[src/hdl/nand_host_pkg.sv]
// Shared constants for the NAND flash host controller.
package nand_host_pkg;
    // Clock rate and pin timing (ns), with cycle counts derived from them.
    localparam int CLK_PERIOD_NS   = 20;
    localparam int STROBE_LOW_NS   = 35;
    localparam int STROBE_HIGH_NS  = 25;
    localparam int READ_ACCESS_NS  = 35;
    localparam int STROBE_LOW_CYC  = (STROBE_LOW_NS + CLK_PERIOD_NS - 1) / CLK_PERIOD_NS;
    localparam int STROBE_HIGH_CYC = (STROBE_HIGH_NS + CLK_PERIOD_NS - 1) / CLK_PERIOD_NS;
    // Access time plus two synchroniser stages on the data pins.
    localparam int READ_WAIT_CYC   = (READ_ACCESS_NS + CLK_PERIOD_NS - 1) / CLK_PERIOD_NS + 2;
    localparam int TIMER_W         = 4;
    // Busy-line settle window: the device may take this long to pull busy low.
    localparam int BUSY_START_NS   = 100;
    localparam int BUSY_START_CYC  = (BUSY_START_NS + CLK_PERIOD_NS - 1) / CLK_PERIOD_NS + 2;
    // Partial program limits per page before erase.
    localparam logic [1:0] MAIN_PROG_LIMIT  = 2'h2;
    localparam logic [1:0] SPARE_PROG_LIMIT = 2'h3;
    // Array geometry.
    localparam int BLOCK_W          = 12;
    localparam logic [11:0] GOOD_BLOCK_MIN  = 12'hfba; // 4,026 blocks.
    localparam int ADDR_CYCLES      = 4;
    // Host request kinds.
    localparam logic [1:0] OP_CMD   = 2'h0;
    localparam logic [1:0] OP_ADDR  = 2'h1;
    localparam logic [1:0] OP_WDATA = 2'h2;
    localparam logic [1:0] OP_RDATA = 2'h3;
    // Commands that start array work, plus status and reset.
    localparam logic [7:0] CMD_PROG_GO  = 8'h10;
    localparam logic [7:0] CMD_ERASE_GO = 8'hd0;
    localparam logic [7:0] CMD_STATUS   = 8'h70;
    localparam logic [7:0] CMD_RESET    = 8'hff;
endpackage

[src/hdl/nand_host.sv]
// Host-side controller that drives a byte-wide NAND flash through its pins.
//
// Overview of operation
// - Host holds byte valid across the rising edge of the input strobe.
// - Host keeps spare disable low unless a spare-skipping read is wanted.
// - Latches low, select low, input strobe high; toggling output strobe streams bytes.
// - At most 2 main and 3 spare partial programs per page.
// - Expect 4,026 good blocks; never program or erase bad ones.
// - Command latch high makes the strobed byte a command.
// - Address latch high makes the strobed byte an address.
// - Four address cycles: column first, then row bytes low to high.
`timescale 1ns/1ps
module nand_host (
    // Clock and reset.
    input  wire logic       mclk,
    input  wire logic       rst,
    // Request port.
    input  wire logic       req_valid,
    output logic            req_ready,
    input  wire logic [1:0] req_op,
    input  wire logic [7:0] req_data,
    input  wire logic       req_spare,
    input  wire logic       req_end,
    input  wire logic       req_bad_block,
    input  wire logic       skip_spare,
    // Answer port.
    output logic            rsp_valid,
    output logic [7:0]      rsp_data,
    output logic            rsp_refused,
    output logic            flash_busy,
    // Flash pins.
    output logic            cmd_latch,
    output logic            addr_latch,
    output logic            chip_sel_n,
    output logic            input_strobe_n,
    output logic            output_strobe_n,
    output logic            lockout_n,
    output logic            spare_off,
    output logic [7:0]      io_out,
    output logic            io_oe_n,
    input  wire logic [7:0] io_in,
    input  wire logic       ready_busy_n
);
    typedef enum logic [4:0] {
        ST_IDLE  = 5'h01,
        ST_WLOW  = 5'h02,
        ST_WHIGH = 5'h04,
        ST_RLOW  = 5'h08,
        ST_BUSY  = 5'h10
    } state_t;

    state_t     state;
    state_t     next_state;
    logic [3:0] timer;
    logic [3:0] next_timer;
    logic [7:0] next_io_out;
    logic [7:0] next_rsp_data;
    logic       next_rsp_valid;
    logic       next_rsp_refused;
    logic       cmd_latch_q;
    logic       next_cle;
    logic       addr_latch_q;
    logic       next_ale;
    logic       sel;
    logic       next_sel;
    logic       arm;
    logic       next_arm;
    logic [1:0] main_cnt;
    logic [1:0] next_main_cnt;
    logic [1:0] spare_cnt;
    logic [1:0] next_spare_cnt;
    logic [2:0] addr_cnt;
    logic [2:0] next_addr_cnt;
    logic [8:0] pins_sync;
    logic [7:0] io_sync;
    logic       rb_sync;

    // Flash data pins and busy line cross into mclk through two flops.
    nand_pin_sync #(.WIDTH(9)) u_sync (
        .mclk     (mclk),
        .rst      (rst),
        .pin_in   ({ready_busy_n, io_in}),
        .pin_sync (pins_sync)
    );
    assign io_sync = pins_sync[7:0];
    assign rb_sync = pins_sync[8];   // Open-drain line is valid even deselected.

    // Decide whether a command may go out; status and reset are allowed while busy.
    function automatic logic cmd_ok(input logic [7:0] c, input logic busy);
        cmd_ok = !busy || c == nand_host_pkg::CMD_STATUS || c == nand_host_pkg::CMD_RESET;
    endfunction

    // Pin decode from state; latches come from flops so they never glitch around the strobe.
    always_comb begin
        req_ready       = (state == ST_IDLE);
        cmd_latch       = cmd_latch_q;
        addr_latch      = addr_latch_q;
        input_strobe_n  = (state != ST_WLOW);           // Rising edge leaves ST_WLOW.
        output_strobe_n = (state != ST_RLOW);           // One fall per read byte.
        io_oe_n         = !(state == ST_WLOW || state == ST_WHIGH); // Bus free while reading.
        lockout_n       = 1'b1;                         // Held high so program and erase finish.
        spare_off       = skip_spare;                   // Caller raises it only for spare-skipping reads.
        chip_sel_n      = !sel;
        flash_busy      = !rb_sync || state == ST_BUSY;
    end

    // Next-state logic for the pin sequencer and the page bookkeeping.
    always_comb begin
        next_state       = state;
        next_timer       = (timer != 4'h0) ? timer - 4'h1 : 4'h0;
        next_io_out      = io_out;
        next_rsp_data    = rsp_data;
        next_rsp_valid   = 1'b0;
        next_rsp_refused = 1'b0;
        next_cle         = cmd_latch_q;
        next_ale         = addr_latch_q;
        next_sel         = sel;
        next_arm         = arm;
        next_main_cnt    = main_cnt;
        next_spare_cnt   = spare_cnt;
        next_addr_cnt    = addr_cnt;
        case (state)
            ST_IDLE: begin
                if (req_valid) begin
                    if ((req_op == nand_host_pkg::OP_CMD && !cmd_ok(req_data, !rb_sync))
                        || (req_op != nand_host_pkg::OP_CMD && !rb_sync)
                        || (req_op == nand_host_pkg::OP_CMD && req_bad_block
                            && (req_data == nand_host_pkg::CMD_PROG_GO
                                || req_data == nand_host_pkg::CMD_ERASE_GO))
                        || (req_op == nand_host_pkg::OP_CMD && req_data == nand_host_pkg::CMD_PROG_GO
                            && (req_spare ? spare_cnt == nand_host_pkg::SPARE_PROG_LIMIT
                                          : main_cnt == nand_host_pkg::MAIN_PROG_LIMIT))) begin
                        next_rsp_refused = 1'b1;
                    end else begin
                        next_sel    = 1'b1;
                        next_io_out = req_data;
                        next_cle    = (req_op == nand_host_pkg::OP_CMD);
                        next_ale    = (req_op == nand_host_pkg::OP_ADDR);
                        if (req_op == nand_host_pkg::OP_ADDR) begin
                            // Column byte first, then rows low to high.
                            next_addr_cnt = (addr_cnt == 3'(nand_host_pkg::ADDR_CYCLES - 1)) ? 3'h0
                                                                                             : addr_cnt + 3'h1;
                        end
                        if (req_op == nand_host_pkg::OP_CMD && req_data == nand_host_pkg::CMD_PROG_GO) begin
                            if (req_spare) next_spare_cnt = spare_cnt + 2'h1;
                            else next_main_cnt = main_cnt + 2'h1;
                        end
                        if (req_op == nand_host_pkg::OP_CMD && req_data == nand_host_pkg::CMD_ERASE_GO) begin
                            next_main_cnt  = 2'h0;
                            next_spare_cnt = 2'h0;
                        end
                        next_arm = (req_op == nand_host_pkg::OP_CMD)
                                   && (req_data == nand_host_pkg::CMD_PROG_GO
                                       || req_data == nand_host_pkg::CMD_ERASE_GO);
                        if (req_op == nand_host_pkg::OP_RDATA) begin
                            next_state = ST_RLOW;
                            next_timer = 4'(nand_host_pkg::READ_WAIT_CYC);
                        end else begin
                            next_state = ST_WLOW;
                            next_timer = 4'(nand_host_pkg::STROBE_LOW_CYC);
                        end
                    end
                end
            end
            ST_WLOW: begin
                if (timer == 4'h0) begin
                    next_state = ST_WHIGH;
                    next_timer = 4'(nand_host_pkg::STROBE_HIGH_CYC);
                end
            end
            ST_WHIGH: begin
                if (timer == 4'h0) begin
                    next_cle = 1'b0;
                    next_ale = 1'b0;
                    if (arm) begin
                        next_state = ST_BUSY;     // Device keeps select high ignored here.
                        next_timer = 4'(nand_host_pkg::BUSY_START_CYC);
                    end else begin
                        next_state = ST_IDLE;
                        next_rsp_valid = 1'b1;
                        next_sel   = !req_end;
                    end
                end
            end
            ST_RLOW: begin
                if (timer == 4'h0) begin
                    next_rsp_data  = io_sync;
                    next_rsp_valid = 1'b1;
                    next_state     = ST_IDLE;
                    next_sel       = !req_end;    // Dropping select ends the read.
                end
            end
            ST_BUSY: begin
                // Wait out the busy-start delay, then for busy to clear.
                if (timer == 4'h0 && rb_sync) begin
                    next_arm       = 1'b0;
                    next_sel       = 1'b0;
                    next_rsp_valid = 1'b1;
                    next_state     = ST_IDLE;
                end
            end
            default: next_state = ST_IDLE;
        endcase
    end

    // Register every piece of sequencer state.
    always_ff @(posedge mclk or posedge rst) begin
        if (rst) begin
            state        <= ST_IDLE;
            timer        <= 4'h0;
            io_out       <= 8'h00;
            rsp_data     <= 8'h00;
            rsp_valid    <= 1'b0;
            rsp_refused  <= 1'b0;
            cmd_latch_q  <= 1'b0;
            addr_latch_q <= 1'b0;
            sel          <= 1'b0;
            arm          <= 1'b0;
            main_cnt     <= 2'h0;
            spare_cnt    <= 2'h0;
            addr_cnt     <= 3'h0;
        end else begin
            state        <= next_state;
            timer        <= next_timer;
            io_out       <= next_io_out;
            rsp_data     <= next_rsp_data;
            rsp_valid    <= next_rsp_valid;
            rsp_refused  <= next_rsp_refused;
            cmd_latch_q  <= next_cle;
            addr_latch_q <= next_ale;
            sel          <= next_sel;
            arm          <= next_arm;
            main_cnt     <= next_main_cnt;
            spare_cnt    <= next_spare_cnt;
            addr_cnt     <= next_addr_cnt;
        end
    end

    // Block zero needs no bad-block screening, but a program or erase confirm with req_bad_block flagged is refused for any block, block zero included.

    a_bus_off_read: assert property (@(posedge mclk) disable iff (rst)
        !output_strobe_n |-> io_oe_n) else $error("Bus driven during read strobe");
    a_strobe_width: assert property (@(posedge mclk) disable iff (rst)
        $fell(input_strobe_n) |-> !input_strobe_n [*2]) else $error("Input strobe too short");
    a_latch_excl: assert property (@(posedge mclk) disable iff (rst)
        !(cmd_latch && addr_latch)) else $error("Both latches high");
    a_read_sample: assert property (@(posedge mclk) disable iff (rst)
        $fell(output_strobe_n) |-> !output_strobe_n [*4]) else $error("Read sampled early");
    a_strobe_excl: assert property (@(posedge mclk) disable iff (rst)
        !(!output_strobe_n && !input_strobe_n)) else $error("Both strobes low");
    a_lock_high: assert property (@(posedge mclk) disable iff (rst)
        lockout_n) else $error("Lockout dropped");
    a_sel_in_op: assert property (@(posedge mclk) disable iff (rst)
        (!input_strobe_n || !output_strobe_n) |-> !chip_sel_n) else $error("Strobe while deselected");
    a_main_limit: assert property (@(posedge mclk) disable iff (rst)
        main_cnt <= nand_host_pkg::MAIN_PROG_LIMIT) else $error("Main partial limit exceeded");
    c_write: cover property (@(posedge mclk) $rose(input_strobe_n));
    c_read: cover property (@(posedge mclk) rsp_valid && !$past(output_strobe_n));
    c_refuse: cover property (@(posedge mclk) rsp_refused);
    c_busy: cover property (@(posedge mclk) state == ST_BUSY ##1 state == ST_IDLE);
endmodule

[src/hdl/nand_pin_sync.sv]
// Two-flop synchroniser for the inputs that arrive from the flash pins.
`timescale 1ns/1ps
module nand_pin_sync #(
    parameter int WIDTH = 9
) (
    // Clock and reset.
    input  wire logic             mclk,
    input  wire logic             rst,
    // Pin side and synchronised side.
    input  wire logic [WIDTH-1:0] pin_in,
    output logic      [WIDTH-1:0] pin_sync
);
    logic [WIDTH-1:0] stage1;
    logic [WIDTH-1:0] next_stage1;
    logic [WIDTH-1:0] next_sync;

    // Next values: the first stage feeds only the second.
    always_comb begin
        next_stage1 = pin_in;
        next_sync   = stage1;
    end

    // Both stages reset high, the idle level of the busy line.
    always_ff @(posedge mclk or posedge rst) begin
        if (rst) begin
            stage1   <= '1;
            pin_sync <= '1;
        end else begin
            stage1   <= next_stage1;
            pin_sync <= next_sync;
        end
    end
endmodule

[config.mk]
export PLATFORM = sky130hd
export DESIGN_NAME = nand_host
export DESIGN_NICKNAME = d
export VERILOG_FILES = /design/src/hdl/nand_host_pkg.sv /design/src/hdl/nand_host.sv /design/src/hdl/nand_pin_sync.sv
export SDC_FILE = /design/constraint.sdc
export NUM_CORES = 1
export LEC_CHECK = 0
export ABC_AREA = 1
export BUFFER_PORTS_ARGS = -buffer_cell sky130_fd_sc_hd__clkbuf_2
export CORE_ASPECT_RATIO = 0.75
export CORE_MARGIN = 4
export CORE_UTILIZATION = 54
export CTS_CLUSTER_SIZE = 24
export DETAILED_ROUTE_END_ITERATION = 8
export GPL_TIMING_DRIVEN = 0
export HOLD_SLACK_MARGIN = 0.02
export PLACE_DENSITY = 0.77
export SLEW_MARGIN = 20
export SYNTH_ARGS = -nofsm -noshare
export SYNTH_HDL_FRONTEND = slang
export SYNTH_SLANG_ARGS = --single-unit
[constraint.sdc]
create_clock -name mclk -period 1.8 [get_ports mclk]
set_input_delay 0.36 -clock mclk [delete_from_list [all_inputs] [get_ports mclk]]
set_output_delay 0.36 -clock mclk [all_outputs]
set_load 0.02 [all_outputs]
==> run metrics <==
dpl ws 0.0875 ns; clk_skew 0.00323 ns; latest clock arrival within the worst-skew pair 0.30 ns; number of library cell types mapped by synthesis 35; DIE AREA 0.00584 mm^2; Clock Power Share 15.2%; Final HPWL DP 3750 um; CP Launch Type flop; syn nets 298; Final Hold Fails 0; IO buf count 51; Placer Congestion 0.862; 1st-pass router iterations 4; CP arrival 1.41 ns; Mapped Cells 268; synthesis-to-layout area growth 22.0%; DRC Markers 0; Leakage Power 1.66 nW; Synth warnings 0; Pwr Total 4.30 mW; via/cell ratio 4.96; NetSw 1.78 mW; syn avg cell area 9.41 um^2; Final #Nets 364; TritonCTS buffer count 5; Starting Density 56.1%; max-slew violations 0; largest net degree at the start of global routing 32; mapped cell area 0.00252 mm^2; CTS sink cnt 53; # rows 21; Final Instance Count excl. Fillers 392; CTS clk-pin slew, worst paths 0.09 ns; worst ir drop on vdd 709 uV; Avg WL per Cell 12.4 um; max-cap viol count 0; # setup viols final 0; hold slack final 0.0529 ns; GRT Total Usage 18.0%; Die X 86.9 um; DRT iter0 DRCs 101; main flop type after synthesis dfrtp_1; top-level port count 54; outcome finished clean; CTS H-Tree Depth 2; number of flops mapped to enable cells by yosys 0; crit end category output port; Routed Antenna Nets 0; slew margin rel. 62.7%; vias 1943; worst min path class in2async; Fmax 565 MHz; crit path time final 1.77 ns; Slew @ Worst Pin 0.554 ns; TNS Setup 0 ns; Setup CP Type reg2out; clock buffer depth 2; logic gate share of total power 46.1%; vias in the first global route 1820; DP Cell Count 377; sequential-to-total area share from yosys stat 53.5%; first-pass GRT wire length 8110 um; Root Driver clkbuf_8; P per Cell Area 1400 mW/mm^2; final period utilization 98.3%; Core ar. 0.00449 mm^2; total gr overflow 0; layout cells sized above 1 40.6%; Ant. Diodes 0; Post-Route WL 4850 um; Yosys reg bits 53; die height 67.2 um; Int Pwr 2.52 mW; Crit Path Max Fanout 4; WP data required 1.44 ns; Final WS setup 0.0311 ns; CTS tree done; switching share of total power 41.3%; fraction of registers with async set or reset after synthesis 100%; Reg power frac 38.7%; antenna violations before repair 0
[cells in the mapped netlist, types with 2 or more instances]
| library cell | count | area (um^2) |
|---|---|---|
| nor2_1 | 25 | 93.8 |
| inv_2 | 9 | 33.8 |
| mux2_4 | 8 | 120 |
| dfstp_2 | 19 | 499 |
| buf_4 | 3 | 22.5 |
| o21a_1 | 3 | 22.5 |
| ha_1 | 4 | 50.1 |
| o22ai_1 | 3 | 18.8 |
| nand4_1 | 5 | 31.3 |
| dfrtp_1 | 34 | 851 |
| nand2_1 | 62 | 233 |
| nor2_4 | 3 | 33.8 |
| o21ai_2 | 2 | 17.5 |
| nand4_2 | 4 | 50.1 |
| nand2_2 | 9 | 56.3 |
| inv_1 | 34 | 128 |
| o21ai_1 | 12 | 60.1 |
| nand3_1 | 12 | 60.1 |
[power groups by stage]
stage | combinational, mW | clock [mW] | sequential (mW)
final | 1.98 | 0.653 | 1.66
after global routing | 2.19 | 0.720 | 1.70
after CTS | 1.85 | 0.679 | 1.65
after detailed placement | 1.77 | 0 | 1.67
after global placement | 1.73 | 0 | 1.67
after floorplan | 1.14 | 0 | 1.83
[cell usage in the layout (no fill, tap or decap), types with 2 or more instances in the layout]
| master | n |
|---|---|
| clkbuf_2 | 50 |
| inv_1 | 31 |
| nand3_1 | 11 |
| inv_4 | 2 |
| mux2_4 | 8 |
| o21ai_2 | 2 |
| nor2_4 | 5 |
| o21ai_1 | 12 |
| nand4_2 | 2 |
| nor2_2 | 2 |
| nand2_1 | 62 |
| clkbuf_8 | 5 |
| nand2_2 | 8 |
| nand4_1 | 5 |
| ha_1 | 4 |
| inv_2 | 11 |
| o21a_1 | 3 |
| buf_4 | 10 |
| dfstp_2 | 19 |
| nor2_1 | 22 |
| o22ai_1 | 3 |
| nand4_4 | 3 |
| dfrtp_1 | 33 |
[metal layers]
metal | wire length, um | vias to the layer above | global-route usage [%]
met4 | 50 | 0 | 6.23
met3 | 208 | 5 | 3.66
met2 | 2390 | 38 | 28.6
met5 | 0 | - | 0
li1 | - | 984 | -
met1 | 2200 | 916 | 24.7
[worst max-delay path: stages, from the launching register on]
cell     delay, ns
dfstp_2       0.60
inv_2         0.06
nand4_4       0.12
inv_4         0.06
nor2_4        0.14
buf_8         0.12
[state kept, by name, summed over array words and instances (netlist names), 2 cells and up]
| signal | cells |
|---|---|
| u_sync.next_sync | 9 |
| u_sync.pin_sync | 9 |
| io_out | 8 |
| rsp_data | 8 |
| state | 5 |
| timer | 4 |
| main_cnt | 2 |
| spare_cnt | 2 |
[worst paths after layout]
path	startpoint	end	slack [ns]	cells past startpoint
worst max-delay path	state[0]$_DFFE_PP1P_	io_oe_n	0.03	5
worst min-delay path	rst	main_cnt[1]$_DFFE_PP0P_	0.05	2
worst max register to register	timer[0]$_DFF_PP0_	state[0]$_DFFE_PP1P_	0.09	10
worst min register to register	u_sync.next_sync[0]$_DFF_PP1_	u_sync.pin_sync[0]$_DFF_PP1_	0.36	0
max in group asynchronous	rst	state[0]$_DFFE_PP1P_	1.16	3
min in group mclk	ready_busy_n	u_sync.next_sync[8]$_DFF_PP1_	0.13	1
[final cells by class]
class | count | area (um^2)
buffer | 4 | 33.8
clock buffer | 5 | 68.8
clock inverter | 3 | 20.0
fill | 360 | 1420
inverter | 43 | 164
multi-input combinational | 168 | 1030
sequential | 53 | 1350
tap | 57 | 71.3
timing repair buffer | 59 | 338
[repair_timing]
item	in CTS	in global routing
endpoints found under the setup margin	2	12
endpoints found under the hold margin	0	0
cloned	0	0
gates resized for setup	6	11
pin swaps	1	4
buffers inserted	1	6
hold buffers	0	0
[per-stage QoR]
step           util (%)  cell area (um^2)
2_1_floorplan         -              2520
4_1_cts            66.5              2990
3_5_place_dp       63.9              2870
6_report           68.5              3080
5_1_grt            68.5              3080
3_3_place_gp       63.4              2850
[kinds of logic after synthesis]
logic type	Yosys count	synth area share [%]
AND/OR/NAND/NOR	126	24.3
flip-flops	53	53.5
buffers and inverters	47	7.74
AO/OA/AOI/OAI	27	6.80
multiplexers	9	5.16
adder cells (fa/ha/maj)	4	1.98
other	1	0.149
XOR/XNOR	1	0.347
No activity file was read; power rests on OpenSTA's default activity.
